==> src/hdl/dbps_pkg.sv <==
/*
  Constants shared by the drop bus channel 0 pin sharing block: register indices,
  field positions, reset values and bus widths.
  Assumes a 32-bit APB master whose byte address is four times the register index.
*/
package dbps_pkg;

  // Register indices; the byte address is four times the index
  localparam logic [13:0] DBPS_IDX_IO_CTRL = 14'h1F01;
  localparam logic [13:0] DBPS_IDX_DRIVE = 14'h1F80;
  localparam logic [13:0] DBPS_IDX_CTRL = 14'h1F00;
  localparam logic [13:0] DBPS_IDX_STATUS = 14'h1F02;
  localparam logic [13:0] DBPS_IDX_MASK = 14'h1F03;

  // Bus widths
  localparam int DBPS_AW = 16;
  localparam int DBPS_DW = 32;
  localparam int DBPS_BYTE_W = 8;
  localparam int DBPS_EVT_W = 2;

  // Field positions
  localparam int DBPS_IO_CLK_INV_BIT = 2;
  localparam int DBPS_DRV_GP_A_BIT = 2;
  localparam int DBPS_DRV_GP_B_BIT = 3;
  localparam int DBPS_CTRL_BUS_EN_BIT = 0;
  localparam int DBPS_CTRL_FRM_EN_BIT = 1;
  localparam int DBPS_CTRL_BYPASS_BIT = 2;
  localparam int DBPS_CTRL_STS1_BIT = 3;
  localparam int DBPS_EVT_FRAME_BIT = 0;
  localparam int DBPS_EVT_AIS_BIT = 1;

  // Shared pin positions on the drop data bus
  localparam int DBPS_PIN_GP_A = 0;
  localparam int DBPS_PIN_GP_B = 1;
  localparam int DBPS_PIN_LINE_DATA = 2;
  localparam int DBPS_PIN_LINE_CLK = 5;

  // Reset values
  localparam logic [7:0] DBPS_RST_IO_CTRL = 8'h00;
  localparam logic [7:0] DBPS_RST_DRIVE = 8'h00;
  localparam logic [7:0] DBPS_RST_CTRL = 8'h00;
  localparam logic [7:0] DBPS_RST_MASK = 8'h00;

endpackage : dbps_pkg

==> src/hdl/dbps_edge_if.sv <==
/*
  Carrier for a synchronised outside clock and its detected edges.
  Assumes the producer and the consumer share one clock.
*/
`timescale 1ns/1ps

interface dbps_edge_if;
  logic level;
  logic rise;
  logic fall;
  modport src (output level, output rise, output fall);
  modport dst (input level, input rise, input fall);
endinterface : dbps_edge_if

==> src/hdl/dbps_edge_sync.sv <==
/*
  Two-flop synchroniser and edge finder for a clock arriving from outside.
  Assumes the outside clock is much slower than clk_in (at least four samples per half period).
*/
`timescale 1ns/1ps

module dbps_edge_sync (
  // Clock and reset
  input wire logic clk_in,
  input wire logic rstn_in,
  // Outside clock pin
  input wire logic pin_in,
  // Synchronised level and edges
  dbps_edge_if.src edge_if
);

  typedef struct packed {
    logic meta;
    logic sync;
    logic prev;
    logic [2:0] warm;
  } dbps_sync_t;

  dbps_sync_t q_r;
  dbps_sync_t q_nxt;

  // The first flop feeds only the second one
  always_comb begin
    q_nxt = q_r;
    q_nxt.meta = pin_in;
    q_nxt.sync = q_r.meta;
    q_nxt.prev = q_r.sync;
    q_nxt.warm = {q_r.warm[1:0], 1'b1};
  end

  always_ff @(posedge clk_in or negedge rstn_in) begin
    if (!rstn_in) begin
      q_r <= '0;
    end else begin
      q_r <= q_nxt;
    end
  end

  assign edge_if.level = q_r.sync;
  // No edge until prev holds a real sample: a pin high through reset gives no false rise
  assign edge_if.rise = q_r.sync & ~q_r.prev & q_r.warm[2];
  assign edge_if.fall = ~q_r.sync & q_r.prev & q_r.warm[2];

endmodule : dbps_edge_sync

==> src/hdl/dbps_pin_mux.sv <==
/*
  Pin sharing for receive channel 0: drop telecom bus data and alarm, or frame pulse,
  two general purpose outputs, serial line data and line clock.
  Assumes drop bytes and line bits are offered by logic on clk_in; the drop bus clock and the
  line clock arrive from outside and are sampled here. APB registers with zero wait states.
*/
// Behaviour
// RULE1: Shared pins carry drop bus functions when enabled, alternate functions otherwise.
// RULE2: Alarm goes high with each drop byte of an STS-1 carrying path AIS.
// RULE3: Alarm stays low for anything other than such a byte.
// RULE4: Frame pulse high one bit period with first frame bit when framer on.
// RULE5: Frame pulse stays inactive while the frame synchronizer is bypassed.
// RULE6: Every drop data bit updates on the rising drop bus clock edge.
// RULE7: Drop data bit 0 is the least significant bit, bit 7 the most.
// RULE8: First general purpose output follows line drive register bit 2.
// RULE9: Second general purpose output follows line drive register bit 3.
// RULE10: Bus disabled, DS3/E3/STS-1 data leaves as single-rail serial line data.
// RULE11: Line data changes on rising line clock edge by default.
// RULE12: DS3/E3 with clock invert bit set, line data changes on falling edge.
// RULE13: STS-1 operation always updates line data on the rising edge.
// RULE14: Bus disabled and framer disabled keeps the frame pulse low.
`timescale 1ns/1ps

module dbps_pin_mux
  import dbps_pkg::*;
(
  // Clock and reset
  input wire logic clk_in,
  input wire logic rstn_in,
  // APB slave
  input wire logic psel_in,
  input wire logic penable_in,
  input wire logic pwrite_in,
  input wire logic [dbps_pkg::DBPS_AW-1:0] paddr_in,
  input wire logic [dbps_pkg::DBPS_DW-1:0] pwdata_in,
  output logic [dbps_pkg::DBPS_DW-1:0] prdata_out,
  output logic pready_out,
  output logic pslverr_out,
  // Internal drop byte source
  input wire logic [dbps_pkg::DBPS_BYTE_W-1:0] drop_byte_in,
  input wire logic drop_ais_in,
  // Internal serial line source
  input wire logic line_bit_in,
  input wire logic line_frame_start_in,
  output logic line_bit_take_out,
  // Outside clocks
  input wire logic drop_bus_clock_in,
  input wire logic line_clock_in,
  // Shared pins
  output logic [dbps_pkg::DBPS_BYTE_W-1:0] drop_data_bus_out,
  output logic drop_alarm_out,
  // Interrupt
  output logic irq_out
);

  typedef struct packed {
    logic [7:0] io_ctrl;
    logic [7:0] drive;
    logic [7:0] ctrl;
    logic [7:0] mask;
    logic [DBPS_EVT_W-1:0] status;
    logic [DBPS_DW-1:0] prdata;
    logic pready;
    logic pslverr;
    logic [DBPS_BYTE_W-1:0] drop_byte;
    logic alarm;
    logic line_bit;
    logic fp;
    logic line_clk;
    logic bit_take;
    logic [DBPS_BYTE_W-1:0] pin_bus;
    logic pin_alarm;
    logic irq;
  } dbps_state_t;

  dbps_state_t q_r;
  dbps_state_t q_nxt;

  dbps_edge_if drop_edge ();
  dbps_edge_if line_edge ();

  dbps_edge_sync u_drop_sync (
    .clk_in(clk_in),
    .rstn_in(rstn_in),
    .pin_in(drop_bus_clock_in),
    .edge_if(drop_edge.src)
  );

  dbps_edge_sync u_line_sync (
    .clk_in(clk_in),
    .rstn_in(rstn_in),
    .pin_in(line_clock_in),
    .edge_if(line_edge.src)
  );

  logic [13:0] idx;
  logic setup;
  logic wr_en;
  logic bus_en;
  logic fp_ok;
  logic inv_sel;
  logic upd;
  logic [DBPS_EVT_W-1:0] evt_set;
  logic [DBPS_EVT_W-1:0] evt_clr;
  logic mapped;
  logic bus_on;

  assign idx = paddr_in[15:2];
  assign setup = psel_in & ~penable_in;
  assign wr_en = psel_in & penable_in & q_r.pready & pwrite_in;
  assign mapped = idx inside {DBPS_IDX_IO_CTRL, DBPS_IDX_DRIVE, DBPS_IDX_CTRL, DBPS_IDX_STATUS, DBPS_IDX_MASK};
  assign bus_on = q_r.ctrl[DBPS_CTRL_BUS_EN_BIT];

  always_comb begin
    q_nxt = q_r;
    evt_set = '0;
    evt_clr = '0;

    // Register answer is prepared in the setup cycle, so the access phase needs no wait
    q_nxt.pready = setup;
    q_nxt.pslverr = 1'b0;
    q_nxt.prdata = '0;
    if (setup && !pwrite_in) begin
      case (idx)
        DBPS_IDX_IO_CTRL: q_nxt.prdata = {24'h000000, q_r.io_ctrl};
        DBPS_IDX_DRIVE: q_nxt.prdata = {24'h000000, q_r.drive};
        DBPS_IDX_CTRL: q_nxt.prdata = {24'h000000, q_r.ctrl};
        DBPS_IDX_STATUS: q_nxt.prdata = {30'h00000000, q_r.status};
        DBPS_IDX_MASK: q_nxt.prdata = {30'h00000000, q_r.mask[DBPS_EVT_W-1:0]};
        default: q_nxt.pslverr = 1'b1;
      endcase
    end else if (setup) begin
      case (idx)
        DBPS_IDX_IO_CTRL, DBPS_IDX_DRIVE, DBPS_IDX_CTRL, DBPS_IDX_STATUS, DBPS_IDX_MASK: q_nxt.pslverr = 1'b0;
        default: q_nxt.pslverr = 1'b1;
      endcase
    end

    if (wr_en) begin
      case (idx)
        DBPS_IDX_IO_CTRL: q_nxt.io_ctrl = pwdata_in[7:0];
        DBPS_IDX_DRIVE: q_nxt.drive = pwdata_in[7:0];
        DBPS_IDX_CTRL: q_nxt.ctrl = pwdata_in[7:0];
        DBPS_IDX_STATUS: evt_clr = pwdata_in[DBPS_EVT_W-1:0];
        DBPS_IDX_MASK: q_nxt.mask = {6'h00, pwdata_in[DBPS_EVT_W-1:0]};
        default: q_nxt.mask = q_r.mask;
      endcase
    end

    bus_en = q_nxt.ctrl[DBPS_CTRL_BUS_EN_BIT];
    // RULE5 RULE14 frame pulse gating
    fp_ok = ~bus_en & q_nxt.ctrl[DBPS_CTRL_FRM_EN_BIT] & ~q_nxt.ctrl[DBPS_CTRL_BYPASS_BIT];

    // RULE6 drop clock rise
    if (drop_edge.rise) begin
      q_nxt.drop_byte = bus_en ? drop_byte_in : '0;
      // RULE2 RULE3 alarm per byte
      q_nxt.alarm = bus_en & drop_ais_in;
      evt_set[DBPS_EVT_AIS_BIT] = bus_en & drop_ais_in;
    end
    if (!bus_en) begin
      q_nxt.alarm = 1'b0;
    end

    // RULE12 RULE13 falling edge only for DS3/E3 with invert set
    inv_sel = q_r.io_ctrl[DBPS_IO_CLK_INV_BIT] & ~q_r.ctrl[DBPS_CTRL_STS1_BIT];
    // RULE11 default rising edge
    upd = inv_sel ? line_edge.fall : line_edge.rise;
    q_nxt.bit_take = upd;
    q_nxt.line_clk = line_edge.level;
    // RULE10 serial line data
    if (upd) begin
      q_nxt.line_bit = line_bit_in;
      // RULE4 pulse holds for one bit period
      q_nxt.fp = fp_ok & line_frame_start_in;
      evt_set[DBPS_EVT_FRAME_BIT] = fp_ok & line_frame_start_in;
    end
    if (!fp_ok) begin
      q_nxt.fp = 1'b0;
    end

    // Set wins over a clear in the same cycle
    q_nxt.status = (q_r.status & ~evt_clr) | evt_set;
    q_nxt.irq = |(q_nxt.status & q_nxt.mask[DBPS_EVT_W-1:0]);

    // RULE1 RULE7 shared pin selection, bit 0 is the LSB
    if (bus_en) begin
      q_nxt.pin_bus = q_nxt.drop_byte;
      q_nxt.pin_alarm = q_nxt.alarm;
    end else begin
      q_nxt.pin_bus = '0;
      // RULE8 RULE9 general purpose outputs
      q_nxt.pin_bus[DBPS_PIN_GP_A] = q_nxt.drive[DBPS_DRV_GP_A_BIT];
      q_nxt.pin_bus[DBPS_PIN_GP_B] = q_nxt.drive[DBPS_DRV_GP_B_BIT];
      q_nxt.pin_bus[DBPS_PIN_LINE_DATA] = q_nxt.line_bit;
      q_nxt.pin_bus[DBPS_PIN_LINE_CLK] = q_nxt.line_clk;
      q_nxt.pin_alarm = q_nxt.fp;
    end
  end

  always_ff @(posedge clk_in or negedge rstn_in) begin
    if (!rstn_in) begin
      q_r <= '0;
      q_r.io_ctrl <= DBPS_RST_IO_CTRL;
      q_r.drive <= DBPS_RST_DRIVE;
      q_r.ctrl <= DBPS_RST_CTRL;
      q_r.mask <= DBPS_RST_MASK;
    end else begin
      q_r <= q_nxt;
    end
  end

  assign prdata_out = q_r.prdata;
  assign pready_out = q_r.pready;
  assign pslverr_out = q_r.pslverr;
  assign line_bit_take_out = q_r.bit_take;
  assign drop_data_bus_out = q_r.pin_bus;
  assign drop_alarm_out = q_r.pin_alarm;
  assign irq_out = q_r.irq;
endmodule : dbps_pin_mux

==> config.mk <==
export PLATFORM = sky130hd
export DESIGN_NAME = dbps_pin_mux
export DESIGN_NICKNAME = d
export VERILOG_FILES = /design/src/hdl/dbps_pkg.sv /design/src/hdl/dbps_edge_if.sv /design/src/hdl/dbps_edge_sync.sv /design/src/hdl/dbps_pin_mux.sv
export SDC_FILE = /design/constraint.sdc
export NUM_CORES = 1
export LEC_CHECK = 0
export ABC_CLOCK_PERIOD_IN_PS = 2400
export BUFFER_PORTS_ARGS = -buffer_cell sky130_fd_sc_hd__buf_2
export CAP_MARGIN = 15
export CORE_ASPECT_RATIO = 1.75
export CORE_MARGIN = 1.5
export CORE_UTILIZATION = 40
export CTS_CLUSTER_DIAMETER = 150
export CTS_CLUSTER_SIZE = 14
export DETAILED_ROUTE_END_ITERATION = 10
export GPL_ROUTABILITY_DRIVEN = 0
export PLACE_DENSITY = 0.72
export SYNTH_ARGS = -nofsm -noshare
export SYNTH_HDL_FRONTEND = slang
export SYNTH_HIERARCHICAL = 1
export SYNTH_SLANG_ARGS = --single-unit
==> constraint.sdc <==
create_clock -name clk_in -period 2.4 [get_ports clk_in]
set_input_delay 0.24 -clock clk_in [delete_from_list [all_inputs] [get_ports clk_in]]
set_output_delay 0.24 -clock clk_in [all_outputs]
set_load 0.05 [all_outputs]
======== After elaboration in Yosys (flattened, before gate mapping) ========
Index checks and enable logic that the tools add are counted.
operators by class
  add/sub/neg operators ................... 0
  multiply operators ...................... 0
  divide/modulo/power cells ............... 0
  magnitude comparators ................... 0
  eq/ne operators ......................... 5
  shift operators ......................... 0
  multiplexer cells ....................... 20
  bitwise gates (word level) .............. 26
  reduce and logical (&&, ||, !) cells .... 7
operators with widths
  kind                                             count
  == test 14 x 13 -> 1 bit, second input constant  5
  case mux 8 bit (5 select lines)                  1
  two-way mux 32 bit                               1
  two-way mux 20 bit                               1
  two-way mux 9 bit                                2
  two-way mux 8 bit                                2
  bitwise AND 1 bit                                15
  two-way mux 1 bit                                8
  two-way mux 2 bit                                4
  NOT 1 bit                                        7
  AND reduction 2 bit                              3
  OR reduction 5 bit                               1
  bitwise AND 2 bit                                2
  two-way mux 4 bit                                1
  NOT 2 bit                                        1
  OR 2 bit                                         1
  OR reduction 2 bit                               1
  logical AND 1 bit                                1
  logical NOT 1 bit                                1
storage, ports and cells
  flip-flop bits (word level) ............. 96
  bits in latches ......................... 0
  RAM bits ................................ 0
  memory bits (read-only) ................. 0
  input bits .............................. 66
  output and inout port bits .............. 45
  word-level logic and storage cells ...... 84
  memories ................................ 0

======== Logic depth before layout (Yosys ltp) ========
  depth after elaboration ................. 12
  gate-level depth with buffers ........... 9

======== Cells and area by module ========
Netlist, hierarchy kept.
by module, submodules not included
  module          times used  cells each  area each (sq um)  seq. area each (sq um)
  dbps_pin_mux    1           250         2,969.1            1,501.4
  dbps_edge_sync  2           9           171.4              150.1

======== Least setup slack after synthesis ========
No wires, ideal clock.
  path kind ............................... register -> register
  start point ............................. reg q_r, in the netlist pready_out
  end point ............................... reg q_r, in the netlist drop_data_bus_out[5]
  library setup time ...................... 0.125 ns
  arrival ................................. 2.165 ns
  data required time ...................... 2.275 ns
  setup slack ............................. 0.110 ns
  cell stages (with the launch flop) ...... 10
  period minus slack after synthesis ...... 2.290 ns
  path through ............................ dfrtp_1 and4_1 clkbuf_4 nand3_2 or2_1 buf_6 mux2i_4 inv_4 buf_6 mux2_4
RTL lines
  what                    line                 source
  start, declared         dbps_pin_mux.sv:76   dbps_state_t q_r;
  start signal, assigned  dbps_pin_mux.sv:209  q_r <= q_nxt;

==> metrics.md <==
| Metric | Value |
|---|---|
| Outcome | `complete, but fails checks` |
| Violated checks | `DRC` |
| Reg-to-Reg End | `drop_data_bus_out[1]` |
| Slew margin rel. | `64.9%` |
| Worst path cell trace | `and4_1 -> nand3_2 -> or2_1 -> mux2i_4 -> inv_4 -> mux2_2` |
| CP Class | `reg2reg` |
| Final WS setup | `0.594 ns` |
| Worst-margin pin slew | `0.526 ns` |
| Final-report setup violation count | `0` |
| Drt pass-1 iters | `9` |
| Die X | `71.7 um` |
| Worst endpoint required time | `2.61 ns` |
| Worst min-delay path startpoint | `drop_bus_clock_in` |
| Hold EP | `u_drop_sync/q_nxt[4]` |
| GRT Overall Usage | `15.5%` |
| Grt total ovfl | `0` |
| Crit Path Max Fanout | `13` |
| Nature of the critical path endpoint | `register` |
| Reg2reg start | `pready_out` |
| Setup Skew | `0.00541 ns` |
| Pwr Density | `703 nW/um^2` |
| TritonCTS clock tree | `yes` |
| Area occupied by multi-input gates | `1190 sq um` |
| I/O pin total | `111` |
| Pin count of the biggest net entering global routing | `52` |
| Clock sink count | `72` |
| Die area | `8830 sq um` |
| RSZ-0062 raised after global routing | `no` |
| Min-delay worst type | `in2reg` |
| Initial antenna violation count | `0` |
| Initial Util | `41.5%` |
| Register area | `1800 sq um` |
| Area of the core | `7960 sq um` |
| I/O Buffers | `60` |
| Mapped Area | `3300 sq um` |
| DR iter-0 viols | `137` |
| Final antenna-violating net count | `0` |
| Slowest cell on crit path | `mux2_2` |
| Clock slew seen by the registers of the worst setup and hold paths | `0.06 ns` |
| Area Overhead vs Synth | `14.2%` |
| Post-cts sizing count | `0` |
| Residual DRC | `8` |
| Chip height | `123 um` |
| Worst EP arrival | `2.01 ns` |
| Post-route minimum period | `1.81 ns` |
| Setup TNS | `0 ns` |
| Site Rows | `43` |
| Post-Place Worst Slack | `0.301 ns` |
| H-tree depth | `3` |
| Dpl hpwl | `4620 um` |
| Tcrit/Tclk final | `75.2%` |
| Slowest stage delay, CP | `0.36 ns` |
| First-pass GRT wire length | `10300 um` |
| Worst-case reg-to-reg path depth | `6` |
| Wirelength, routed | `6320 um` |
| Diodes inserted | `0` |
| Share of cells above drive strength 1 | `39.9%` |
| CTS root buffer | `clkbuf_16` |
| Fill cell count | `756` |
| Worst Hold Depth | `1` |
| Max Freq | `0.554 GHz` |
| CTS Buffer Depth | `2` |
| Leak | `1.97 nW` |
| Vias in the first global route | `2135` |
| Via/cell ratio | `5.17` |
| Post-synthesis cell count | `267` |
| Worst skew pair latency | `0.33 ns` |
| Total number of vias | `2124` |
| Peak supply drop | `0.362 mV` |
| Syn. warnings | `6` |
| Max cap viols | `0` |
| Critical Path Source Type | `register` |
| CTS Buf Count | `9` |
| Wire per inst | `15.4 um` |
| Fin. Hold Viols | `0` |
| R2R Setup Slk | `0.59 ns` |
| Synthesized area per cell | `12.4 sq um` |
| Nets | `382` |
| Slew Viols, Final | `0` |
[how the worst max path moves through the flow]
stage	slack (ns)	to	cells after the start	from
2_1_floorplan	0.11	drop_data_bus_out[5]	9	pready_out
5_1_grt	0.50	drop_data_bus_out[1]	6	pready_out
3_3_place_gp	0.31	drop_data_bus_out[1]	6	paddr_in[8]
4_1_cts	0.56	drop_data_bus_out[1]	6	pready_out
3_5_place_dp	0.30	drop_data_bus_out[0]	6	paddr_in[8]
6_report	0.59	drop_data_bus_out[1]	6	pready_out
[worst max-delay path: cells and delay by family (launching register included)]
family	cells	cell delay [ns]
and+or+nand+nor	3	0.63
muxes	2	0.57
DFF	1	0.33
buffers and inverters	1	0.15
[through the flow]
| step | hold WS (ns) | cells | cell area (sq um) | total power, W | util [%] |
|---|---|---|---|---|---|
| 6_report | 0.0223 | 411 | 3770 | 0.00265 | 47.4 |
| 5_1_grt | 0.0156 | 411 | 3770 | 0.00276 | 47.4 |
| 4_1_cts | 0.00638 | 411 | 3770 | 0.00269 | 47.4 |
| 3_3_place_gp | 0.229 | 394 | 3500 | 0.00149 | 43.9 |
| 3_5_place_dp | 0.243 | 394 | 3500 | 0.00149 | 43.9 |
| 2_1_floorplan | -0.0556 | 290 | 3390 | 0.00144 | - |
[registers in the layout (all words and copies together), names as in the netlist]
register / count
pslverr_out: 1
bus_on: 1
u_drop_sync/edge_if.level: 1
u_line_sync/q_nxt: 3
pready_out: 1
drop_alarm_out: 1
u_line_sync/q_r: 2
prdata_out: 8
drop_data_bus_out: 8
u_drop_sync/q_r: 2
u_line_sync/edge_if.level: 1
u_drop_sync/q_nxt: 3
q_r: 38
irq_out: 1
line_bit_take_out: 1
[report_power, final]
part / total [W] / leakage (nW) / internal, W / switching, W
registers: 0.00124 / 0.967 / 0.00124 / 0.00000599
logic: 0.000228 / 0.867 / 0.0000533 / 0.000174
clock network: 0.00118 / 0.136 / 0.000720 / 0.000465
[placed cells by master, fill, tap and decap left out, types with 5 or more instances in the layout]
cell,instances
a222oi_1,8
mux2_2,28
nor2_1,15
nand2_1,6
a31o_2,8
conb_1,26
buf_4,7
a21oi_1,5
buf_2,60
nor2b_1,10
clkbuf_16,9
dfrtp_1,72
[cell type report]
class	count	area share [%]
Inverter	4	0.464
Sequential cell	72	47.7
Timing Repair Buffer	69	10.1
Tap cell	90	2.98
Clock inverter	4	0.531
Multi-Input combinational cell	160	31.6
Clock buffer	12	6.53
[timing repair]
action                    in CTS  in global routing
setup buffers                  0                  0
hold endpoints to repair      21                  0
hold buffers                   1                  0
[layer usage]
layer | part of all wire, % | vias up | global-route usage, % | wire length, um
met4 | 1.8 | 0 | 7.08 | 114
li1 | - | 981 | - | -
met3 | 4.6 | 10 | 3.91 | 288
met2 | 58 | 63 | 29.2 | 3660
met1 | 36 | 1070 | 15.8 | 2260
met5 | 0 | - | 0 | 0
Power figures use the tool's default switching activity.
